$ cat config.mk
export PLATFORM = sky130hd
export DESIGN_NAME = arss_core
export DESIGN_NICKNAME = d
export VERILOG_FILES = /design/src/arss_fram.v /design/src/arss_alu.v /design/src/arss_core.v
export VERILOG_INCLUDE_DIRS = /design/src
export SDC_FILE = /design/constraint.sdc
export NUM_CORES = 1
export LEC_CHECK = 0
export ABC_AREA = 1
export BUFFER_PORTS_ARGS = -buffer_cell sky130_fd_sc_hd__buf_4
export CAP_MARGIN = 5
export CORE_MARGIN = 5
export CORE_UTILIZATION = 35
export CTS_BUF_LIST = sky130_fd_sc_hd__clkbuf_16
export CTS_CLUSTER_DIAMETER = 200
export CTS_CLUSTER_SIZE = 25
export DETAILED_ROUTE_END_ITERATION = 7
export GPL_TIMING_DRIVEN = 0
export PLACE_DENSITY = 0.49
export SLEW_MARGIN = 25
export SYNTH_ARGS = -nofsm -noshare
export SYNTH_HDL_FRONTEND = slang
export SYNTH_HIERARCHICAL = 1
export SYNTH_SLANG_ARGS = --single-unit
$ cat constraint.sdc
create_clock -name pclk -period 3.9 [get_ports pclk]
set_input_delay 0.39 -clock pclk [delete_from_list [all_inputs] [get_ports pclk]]
set_output_delay 0.39 -clock pclk [all_outputs]
set_load 0.05 [all_outputs]
$ cat src/arss_defs.vh
// Constants for the rotate, subtract, swap and sleep datapath
`ifndef ARSS_DEFS_VH
`define ARSS_DEFS_VH

// APB byte addresses
`define ARSS_A_CMD     8'h00
`define ARSS_A_ACC     8'h04
`define ARSS_A_STAT    8'h08
`define ARSS_A_FSEL    8'h0c
`define ARSS_A_FDATA   8'h10
`define ARSS_A_WDOG    8'h14
`define ARSS_A_CTRL    8'h18

// Command register fields
`define ARSS_CMD_OP_LSB   0
`define ARSS_CMD_OP_MSB   2
`define ARSS_CMD_DEST     3
`define ARSS_CMD_FA_LSB   4
`define ARSS_CMD_FA_MSB   8

// Operation codes
`define ARSS_OP_ROTL   3'h0
`define ARSS_OP_ROTR   3'h1
`define ARSS_OP_SUB    3'h2
`define ARSS_OP_SWAP   3'h3
`define ARSS_OP_SLEEP  3'h4

// Status register bits
`define ARSS_ST_C      0
`define ARSS_ST_DC     1
`define ARSS_ST_Z      2
`define ARSS_ST_EXP    3
`define ARSS_ST_SLP    4
`define ARSS_ST_WAKE   5
`define ARSS_ST_BUSY   6
`define ARSS_ST_ASLEEP 7

// Control register bits
`define ARSS_CT_WDT_EN 0
`define ARSS_CT_WAKE   1

// Reset and load values
`define ARSS_WDT_CLR   8'h00
`define ARSS_PRE_CLR   8'h00

`endif

$ cat src/arss_fram.v
// File register memory, 32 words of 8 bits with registered read
`timescale 1ns/1ps
`default_nettype none

module arss_fram #(
  parameter AW = 5,
  parameter DW = 8
) (
  input  wire          pclk,
  input  wire          presetn,
  input  wire [AW-1:0] raddr,
  output reg  [DW-1:0] rdata_ff,
  input  wire          we,
  input  wire [AW-1:0] waddr,
  input  wire [DW-1:0] wdata
);

  reg [DW-1:0] mem [0:(1<<AW)-1];

  // Contents are not reset; software initialises them
  always @(posedge pclk) begin
    if (we) begin
      mem[waddr] <= wdata;
    end
  end

  always @(posedge pclk or negedge presetn) begin
    if (!presetn) begin
      rdata_ff <= {DW{1'b0}};
    end else begin
      rdata_ff <= mem[raddr];
    end
  end

endmodule // arss_fram

`default_nettype wire

$ cat src/arss_alu.v
// Combinational rotate, subtract and nibble exchange unit
`timescale 1ns/1ps
`default_nettype none
`include "arss_defs.vh"

module arss_alu (
  input  wire [2:0] op,
  input  wire [7:0] fval,
  input  wire [7:0] acc,
  input  wire       c_in,
  output reg  [7:0] result,
  output reg        c_out,
  output reg        dc_out,
  output wire       z_out,
  output reg        upd_c,
  output reg        upd_dcz
);

  reg [8:0] diff;
  reg [4:0] ndiff;

  assign z_out = (result == 8'h00);

  always @* begin
    diff    = {1'b0, fval} + {1'b0, ~acc} + 9'h001;
    ndiff   = {1'b0, fval[3:0]} + {1'b0, ~acc[3:0]} + 5'h01;
    result  = fval;
    c_out   = c_in;
    dc_out  = 1'b0;
    upd_c   = 1'b0;
    upd_dcz = 1'b0;
    case (op)
      `ARSS_OP_ROTL: begin
        result = {fval[6:0], c_in};
        c_out  = fval[7];
        upd_c  = 1'b1;
      end
      `ARSS_OP_ROTR: begin
        result = {c_in, fval[7:1]};
        c_out  = fval[0];
        upd_c  = 1'b1;
      end
      // f minus acc, carry means no borrow
      `ARSS_OP_SUB: begin
        result  = diff[7:0];
        c_out   = diff[8];
        dc_out  = ndiff[4];
        upd_c   = 1'b1;
        upd_dcz = 1'b1;
      end
      `ARSS_OP_SWAP: begin
        result = {fval[3:0], fval[7:4]};
      end
      default: begin
        result = fval;
      end
    endcase
  end

endmodule // arss_alu

`default_nettype wire

$ cat src/arss_core.v
// Datapath for rotate, subtract, nibble exchange and sleep with APB registers
//
// Local design decisions: the address map and the APB interface to the registers.
`timescale 1ns/1ps
`default_nettype none
`include "arss_defs.vh"

// Operation
// - Sleep clears watchdog counter and its prescaler to zero.
// - Sleep sets the active-low expiry status bit to one; here a watchdog overflow in the same cycle takes priority and holds it at zero.
// - Sleep clears the active-low sleep status bit to zero.
// - Sleep leaves the pin-change wake flag untouched.
// - Sleep enters low power with oscillator halted; takes no operand.
// - Destination bit zero writes accumulator, one writes file register 0..31.
// - Rotate left through carry; only carry changes.
// - Rotate right through carry; only carry changes.
// - Subtract accumulator from file operand; updates carry, half carry, zero.
// - Nibble exchange swaps operand halves; no flag changes.
module arss_core #(
  parameter PRE_W = 8,
  parameter WDT_W = 8
) (
  input  wire        pclk,
  input  wire        presetn,
  input  wire        psel,
  input  wire        penable,
  input  wire        pwrite,
  input  wire [7:0]  paddr,
  input  wire [31:0] pwdata,
  output wire        pready,
  output wire        pslverr,
  output reg  [31:0] prdata_ff,
  input  wire        wake_pin,
  output wire        osc_run,
  output wire        low_power
);

  localparam ST_IDLE  = 2'h0;
  localparam ST_FETCH = 2'h1;
  localparam ST_EXEC  = 2'h2;

  function is_mapped;
    input [7:0] a;
    begin
      is_mapped = (a == `ARSS_A_CMD) || (a == `ARSS_A_ACC) ||
                  (a == `ARSS_A_STAT) || (a == `ARSS_A_FSEL) ||
                  (a == `ARSS_A_FDATA) || (a == `ARSS_A_WDOG) ||
                  (a == `ARSS_A_CTRL);
    end
  endfunction

  function needs_idle;
    input [7:0] a;
    begin
      needs_idle = (a == `ARSS_A_CMD) || (a == `ARSS_A_FDATA);
    end
  endfunction

  reg [1:0]       state_ff;
  reg [1:0]       nxt_state;
  reg [8:0]       cmd_ff;
  reg [7:0]       acc_ff;
  reg [4:0]       fsel_ff;
  reg             c_ff;
  reg             dc_ff;
  reg             z_ff;
  reg             expiry_status_bit_ff;
  reg             sleep_status_bit_ff;
  reg             pin_change_wake_flag_ff;
  reg             asleep_ff;
  reg             wdt_en_ff;
  reg [PRE_W-1:0] pre_ff;
  reg [WDT_W-1:0] watchdog_counter_ff;
  reg             rd_ok_ff;
  reg             pin_s1_ff;
  reg             pin_s2_ff;
  reg             pin_s3_ff;
  reg             pin_st_ff;

  wire       busy     = (state_ff != ST_IDLE);
  wire       stall    = busy && needs_idle(paddr);
  wire       wr_take  = pready && pwrite;
  wire [2:0] cmd_op   = pwdata[`ARSS_CMD_OP_MSB:`ARSS_CMD_OP_LSB];
  wire       cmd_wr   = wr_take && (paddr == `ARSS_A_CMD) && !asleep_ff;
  wire       slp_cmd  = cmd_wr && (cmd_op == `ARSS_OP_SLEEP);
  wire       exe_cmd  = cmd_wr && (cmd_op != `ARSS_OP_SLEEP);
  wire       ctl_wr   = wr_take && (paddr == `ARSS_A_CTRL);
  wire       stat_wr  = wr_take && (paddr == `ARSS_A_STAT);
  wire       fdat_wr  = wr_take && (paddr == `ARSS_A_FDATA);
  wire [4:0] cmd_fa   = cmd_ff[`ARSS_CMD_FA_MSB:`ARSS_CMD_FA_LSB];
  wire       cmd_dest = cmd_ff[`ARSS_CMD_DEST];
  wire [2:0] run_op   = cmd_ff[`ARSS_CMD_OP_MSB:`ARSS_CMD_OP_LSB];
  wire       pre_wrap = wdt_en_ff && (pre_ff == {PRE_W{1'b1}});
  wire       wdt_ovf  = pre_wrap && (watchdog_counter_ff == {WDT_W{1'b1}});
  wire       pin_chg  = (pin_s2_ff == pin_s3_ff) && (pin_s3_ff != pin_st_ff);
  wire       pin_wake = asleep_ff && pin_chg;
  wire       sw_wake  = ctl_wr && pwdata[`ARSS_CT_WAKE];
  wire       exec     = (state_ff == ST_EXEC);

  wire [7:0] f_rdata;
  wire [7:0] alu_res;
  wire       alu_c;
  wire       alu_dc;
  wire       alu_z;
  wire       alu_upd_c;
  wire       alu_upd_dcz;

  // result to file register when dest set
  wire       f_we    = (exec && cmd_dest) || fdat_wr;
  wire [4:0] f_waddr = exec ? cmd_fa : fsel_ff;
  wire [7:0] f_wdata = exec ? alu_res : pwdata[7:0];
  wire [4:0] f_raddr = (state_ff == ST_FETCH) ? cmd_fa : fsel_ff;

  assign pready    = psel && penable && rd_ok_ff;
  assign pslverr   = pready && !is_mapped(paddr);
  assign osc_run   = !asleep_ff;
  assign low_power = asleep_ff;

  arss_fram #(
    .AW (5),
    .DW (8)
  ) u_fram (
    .pclk     (pclk),
    .presetn  (presetn),
    .raddr    (f_raddr),
    .rdata_ff (f_rdata),
    .we       (f_we),
    .waddr    (f_waddr),
    .wdata    (f_wdata)
  );

  arss_alu u_alu (
    .op      (run_op),
    .fval    (f_rdata),
    .acc     (acc_ff),
    .c_in    (c_ff),
    .result  (alu_res),
    .c_out   (alu_c),
    .dc_out  (alu_dc),
    .z_out   (alu_z),
    .upd_c   (alu_upd_c),
    .upd_dcz (alu_upd_dcz)
  );

  always @* begin
    case (state_ff)
      ST_IDLE:  nxt_state = exe_cmd ? ST_FETCH : ST_IDLE;
      ST_FETCH: nxt_state = ST_EXEC;
      ST_EXEC:  nxt_state = ST_IDLE;
      default:  nxt_state = ST_IDLE;
    endcase
  end

  // Sequencer and command capture
  always @(posedge pclk or negedge presetn) begin
    if (!presetn) begin
      state_ff <= ST_IDLE;
      cmd_ff   <= 9'h000;
    end else begin
      state_ff <= nxt_state;
      if (cmd_wr) begin
        cmd_ff <= pwdata[8:0];
      end
    end
  end

  // Accumulator and arithmetic flags
  always @(posedge pclk or negedge presetn) begin
    if (!presetn) begin
      acc_ff <= 8'h00;
      c_ff   <= 1'b0;
      dc_ff  <= 1'b0;
      z_ff   <= 1'b0;
    end else if (exec) begin
      // result to accumulator when dest clear
      if (!cmd_dest) begin
        acc_ff <= alu_res;
      end
      if (alu_upd_c) begin
        c_ff <= alu_c;
      end
      if (alu_upd_dcz) begin
        dc_ff <= alu_dc;
        z_ff  <= alu_z;
      end
    end else begin
      if (wr_take && (paddr == `ARSS_A_ACC)) begin
        acc_ff <= pwdata[7:0];
      end
      if (stat_wr) begin
        c_ff  <= pwdata[`ARSS_ST_C];
        dc_ff <= pwdata[`ARSS_ST_DC];
        z_ff  <= pwdata[`ARSS_ST_Z];
      end
    end
  end

  // Software setup registers
  always @(posedge pclk or negedge presetn) begin
    if (!presetn) begin
      fsel_ff   <= 5'h00;
      wdt_en_ff <= 1'b0;
    end else begin
      if (wr_take && (paddr == `ARSS_A_FSEL)) begin
        fsel_ff <= pwdata[4:0];
      end
      if (ctl_wr) begin
        wdt_en_ff <= pwdata[`ARSS_CT_WDT_EN];
      end
    end
  end

  // Watchdog counter keeps running in sleep, clocked by pclk like the rest of the core
  always @(posedge pclk or negedge presetn) begin
    if (!presetn) begin
      pre_ff              <= {PRE_W{1'b0}};
      watchdog_counter_ff <= {WDT_W{1'b0}};
    end else if (slp_cmd) begin
      pre_ff              <= `ARSS_PRE_CLR;
      watchdog_counter_ff <= `ARSS_WDT_CLR;
    end else if (wdt_en_ff) begin
      pre_ff <= pre_ff + {{(PRE_W-1){1'b0}}, 1'b1};
      if (pre_wrap) begin
        watchdog_counter_ff <= watchdog_counter_ff + {{(WDT_W-1){1'b0}}, 1'b1};
      end
    end
  end

  // Power state and its status bits; both active low
  always @(posedge pclk or negedge presetn) begin
    if (!presetn) begin
      expiry_status_bit_ff <= 1'b1;
      sleep_status_bit_ff  <= 1'b1;
      asleep_ff            <= 1'b0;
    end else begin
      if (wdt_ovf) begin
        expiry_status_bit_ff <= 1'b0;
      end else if (slp_cmd) begin
        expiry_status_bit_ff <= 1'b1;
      end
      if (slp_cmd) begin
        sleep_status_bit_ff <= 1'b0;
      end
      // enter low power, leave on wake event
      if (slp_cmd) begin
        asleep_ff <= 1'b1;
      end else if (pin_wake || wdt_ovf || sw_wake) begin
        asleep_ff <= 1'b0;
      end
    end
  end

  // Three-stage pin synchroniser; change accepted when stages two and three agree
  always @(posedge pclk or negedge presetn) begin
    if (!presetn) begin
      pin_s1_ff <= 1'b0;
      pin_s2_ff <= 1'b0;
      pin_s3_ff <= 1'b0;
      pin_st_ff <= 1'b0;
    end else begin
      pin_s1_ff <= wake_pin;
      pin_s2_ff <= pin_s1_ff;
      pin_s3_ff <= pin_s2_ff;
      if (pin_s2_ff == pin_s3_ff) begin
        pin_st_ff <= pin_s3_ff;
      end
    end
  end

  // wake flag untouched by sleep; set beats clear
  always @(posedge pclk or negedge presetn) begin
    if (!presetn) begin
      pin_change_wake_flag_ff <= 1'b0;
    end else if (pin_wake) begin
      pin_change_wake_flag_ff <= 1'b1;
    end else if (stat_wr && pwdata[`ARSS_ST_WAKE]) begin
      pin_change_wake_flag_ff <= 1'b0;
    end
  end

  // Read data captured a cycle ahead so prdata comes from a flop
  always @(posedge pclk or negedge presetn) begin
    if (!presetn) begin
      rd_ok_ff  <= 1'b0;
      prdata_ff <= 32'h0000_0000;
    end else begin
      rd_ok_ff <= psel && !stall && !pready;
      case (paddr)
        `ARSS_A_CMD:   prdata_ff <= {23'h000000, cmd_ff};
        `ARSS_A_ACC:   prdata_ff <= {24'h000000, acc_ff};
        `ARSS_A_STAT:  prdata_ff <= {24'h000000, asleep_ff, busy,
                                     pin_change_wake_flag_ff, sleep_status_bit_ff,
                                     expiry_status_bit_ff, z_ff, dc_ff, c_ff};
        `ARSS_A_FSEL:  prdata_ff <= {27'h0000000, fsel_ff};
        `ARSS_A_FDATA: prdata_ff <= {24'h000000, f_rdata};
        `ARSS_A_WDOG:  prdata_ff <= {{(32-PRE_W-WDT_W){1'b0}}, pre_ff, watchdog_counter_ff};
        `ARSS_A_CTRL:  prdata_ff <= {31'h00000000, wdt_en_ff};
        default:       prdata_ff <= 32'h0000_0000;
      endcase
    end
  end

endmodule // arss_core

`default_nettype wire

==> flow_summary.toml <==
[place]
hpwl_um = 32120
io_buffers = 42
gp_congestion = 0.9272
place_inst = 2273

[clock_tree]
cts_made_buffers = 17
worstSkewPairLatency_ps = 540
postCtsHoldBufs = 1
h-tree-depth = 1
clock_path_buffers = 3
post_cts_buffers = 0
cts_resized = 0
cts-root-buf = "clkbuf_16"
path_clk_slew_ps = 110
cts_tree = "done"
clock_sinks = 333

[floorplan]
die_x_um = 220.9
coreArea_um2 = 44120
dieArea_um2 = 48780
floorplan.initialDensity = 0.3527
die_h_um = 220.9
pin_count = 82
rows = 77

[power_and_ir_drop]
seq_power_share = 0.631
p_per_area_nw_per_um2 = 349.1
clockPowerShare = 0.319
p_comb_frac = 0.050
p_switching_w = 0.001355
swShare = 0.2225
irDropWorstVdd_mv = 0.2196
power.static_leakage_nw = 7.119
p_int_w = 0.004733

[layout]
layout.cells.non_filler = 2298
fin_util = 0.3952
syn_to_final_growth_pct = 12.06
fillers = 4475
drive_gt1_frac = 0.1125
nets = 1759
diodes = 0

[grt]
grt_pass1_wl_um = 66900
antenna_found_initial = 0
grt-ovfl-total = 0
grtUsageTotal = 0.1768
grt_max_degree = 78
grt_pass1_vias = 10710

[sta]
worst_pin_slew_ps = 966.8
maxSlewHeadroom = 0.3531
max_freq_mhz = 290.7
rsz0062_at_grt = "no"
finalSetupTns_ps = 0
timing.final.crit_share = 0.8821
hold_viol = 0
finalSetupViolCount = 0
period_needed_ps = 3440
clock_skew_ps = 15.76
drv_slew = 0

[synthesis]
synth_edf_count = 256
synth_area_leader_cell = "edfxtp_1"
synth.most_common_cell = "nand2_1"
synth.distinct_cells = 43
synth_common_cells = "nand2_1, nand3_1, edfxtp_1"
synthArstFlopShare = 0.2312
netlist_area_um2 = 15560
yosys.area.top_type_share = 0.4940
ys_seq_area_frac = 0.6179
avgSynthCellArea_um2 = 9.630
ys_ff_latch = 333
netlist_top_cells_area = "edfxtp_1, nand2_1, dfrtp_1, nand3_1, inv_1"
yosys_warnings = 6
synth-main-ff-cell = "edfxtp_1"
postSynthCellCount = 1616

[critical_path]
worstPathArrival_ps = 3600
r2r_slack_ps = 460
cp-end-kind = "register"
reg2regPathDepth = 8
r2r_start = "state_ff[0]"
required_ps = 4060
worstSetupStartpointType = "register"
worstPathMaxFanout = 10
timing.rr.end = "u_fram/mem[19][1]"
worstSetupPathType = "reg2reg"

[drt]
route.detailed.drc = 0
drt-initial-drc-count = 842
wl_per_cell_um = 19.28
firstDrtPassIters = 5
via_count = 11220
vias_per_cell = 4.882
drtAntennaViolNets = 0
routed_wl_um = 44300

[min_path]
min_to = "cmd_ff[8]"
min_path_cells = 3
hp-start = "pwdata[8]"
hp-class = "in2reg"

[job]
drv_cap = 0

[status]
status = "complete, no violations"
cell families (layout without fill, tap and decap cells):
group	after synthesis	after routing	synth area share
compound gates	59	59	0.02010
xor+xnor	1	1	0.0005629
fa+ha+maj	12	12	0.009970
buf+inv	197	272	0.06762
flops	333	333	0.6179
other cells	1	16	0.0002410
simple gates	1013	1013	0.2836
flip-flops by register name, summed over array words and instances, names as in the netlist, 2 cells and up:
name,cells
prdata_ff,16
watchdog_counter_ff,8
u_fram/mem,256
pre_ff,8
fsel_ff,5
state_ff,2
acc_ff,8
cmd_ff,9
u_fram/rdata_ff,8
worst max-delay path: stages (launching register included):
cell     delay, ps
dfrtp_1        390
inv_1          110
nand2_4        110
inv_2           70
buf_2          200
nand2_1        270
o21ai_0        350
nand3_1        620
nor2_1         930
worst max-delay path by stage:
stage	startpoint	to	slack (ps)
after floorplan	u_fram/rdata_ff[0]	u_fram/mem[0][6]	1170
after global placement	state_ff[1]	u_fram/mem[28][5]	-1450
after detailed placement	state_ff[0]	u_fram/mem[3][1]	460
after CTS	state_ff[0]	u_fram/mem[3][1]	440
after global routing	state_ff[0]	u_fram/mem[19][6]	240
final	state_ff[0]	u_fram/mem[19][1]	460
through the flow:
step | setup WS [ps] | instance area, um^2 | total power (W) | hold WS [ps]
6_report | 459.7 | 17440 | 0.006088 | 83.89
5_1_grt | 236.4 | 17440 | 0.006323 | 92.44
4_1_cts | 443.5 | 17430 | 0.006170 | 52.10
3_5_place_dp | 461.7 | 16950 | 0.004225 | 340.2
3_3_place_gp | -1448 | 16670 | 0.004199 | 334.5
2_1_floorplan | 1166 | 15620 | 0.004076 | 94.41
power groups by stage:
stage               Combinational [W]  Clock, W  Sequential (W)
floorplan                    0.000158         0         0.00392
global placement             0.000271         0         0.00393
detailed placement           0.000304         0         0.00392
CTS                          0.000305   0.00202         0.00384
global route                 0.000332   0.00215         0.00384
finish                       0.000303   0.00194         0.00384
area by class of cell:
class                           instances  area [um^2]  share of cell area
Buffer                                 77        599.3             0.03437
Clock buffer                           17        425.4             0.02439
Clock inverter                          6        43.79            0.002511
Inverter                              120        452.9             0.02597
Multi-Input combinational cell       1101         5014              0.2875
Sequential cell                       333         9617              0.5514
Tap cell                              592        740.7             0.04247
Timing Repair Buffer                   52        546.8             0.03135
layer usage:
| metal | vias to the layer above | share of wire | track usage | wire (um) |
|---|---|---|---|---|
| met5 | - | 0 | 0 | 0 |
| met4 | 0 | 0.022 | 0.04322 | 979 |
| met3 | 48 | 0.051 | 0.02134 | 2244 |
| met2 | 269 | 0.45 | 0.2780 | 20150 |
| met1 | 5411 | 0.47 | 0.2630 | 20930 |
| li1 | 5490 | - | - | - |
cells in the final DEF (no fill, tap or decap), types with 28 or more instances in the layout:
master    netlist  routed
buf_4          23      64
buf_6          27      28
dfrtp_1        75      75
edfxtp_1      256     256
inv_1         113     117
nand2_1       581     578
nand3_1       276     276
nor2_1        101     101
o21ai_0        36      33
Power figures use the tool's default switching activity.
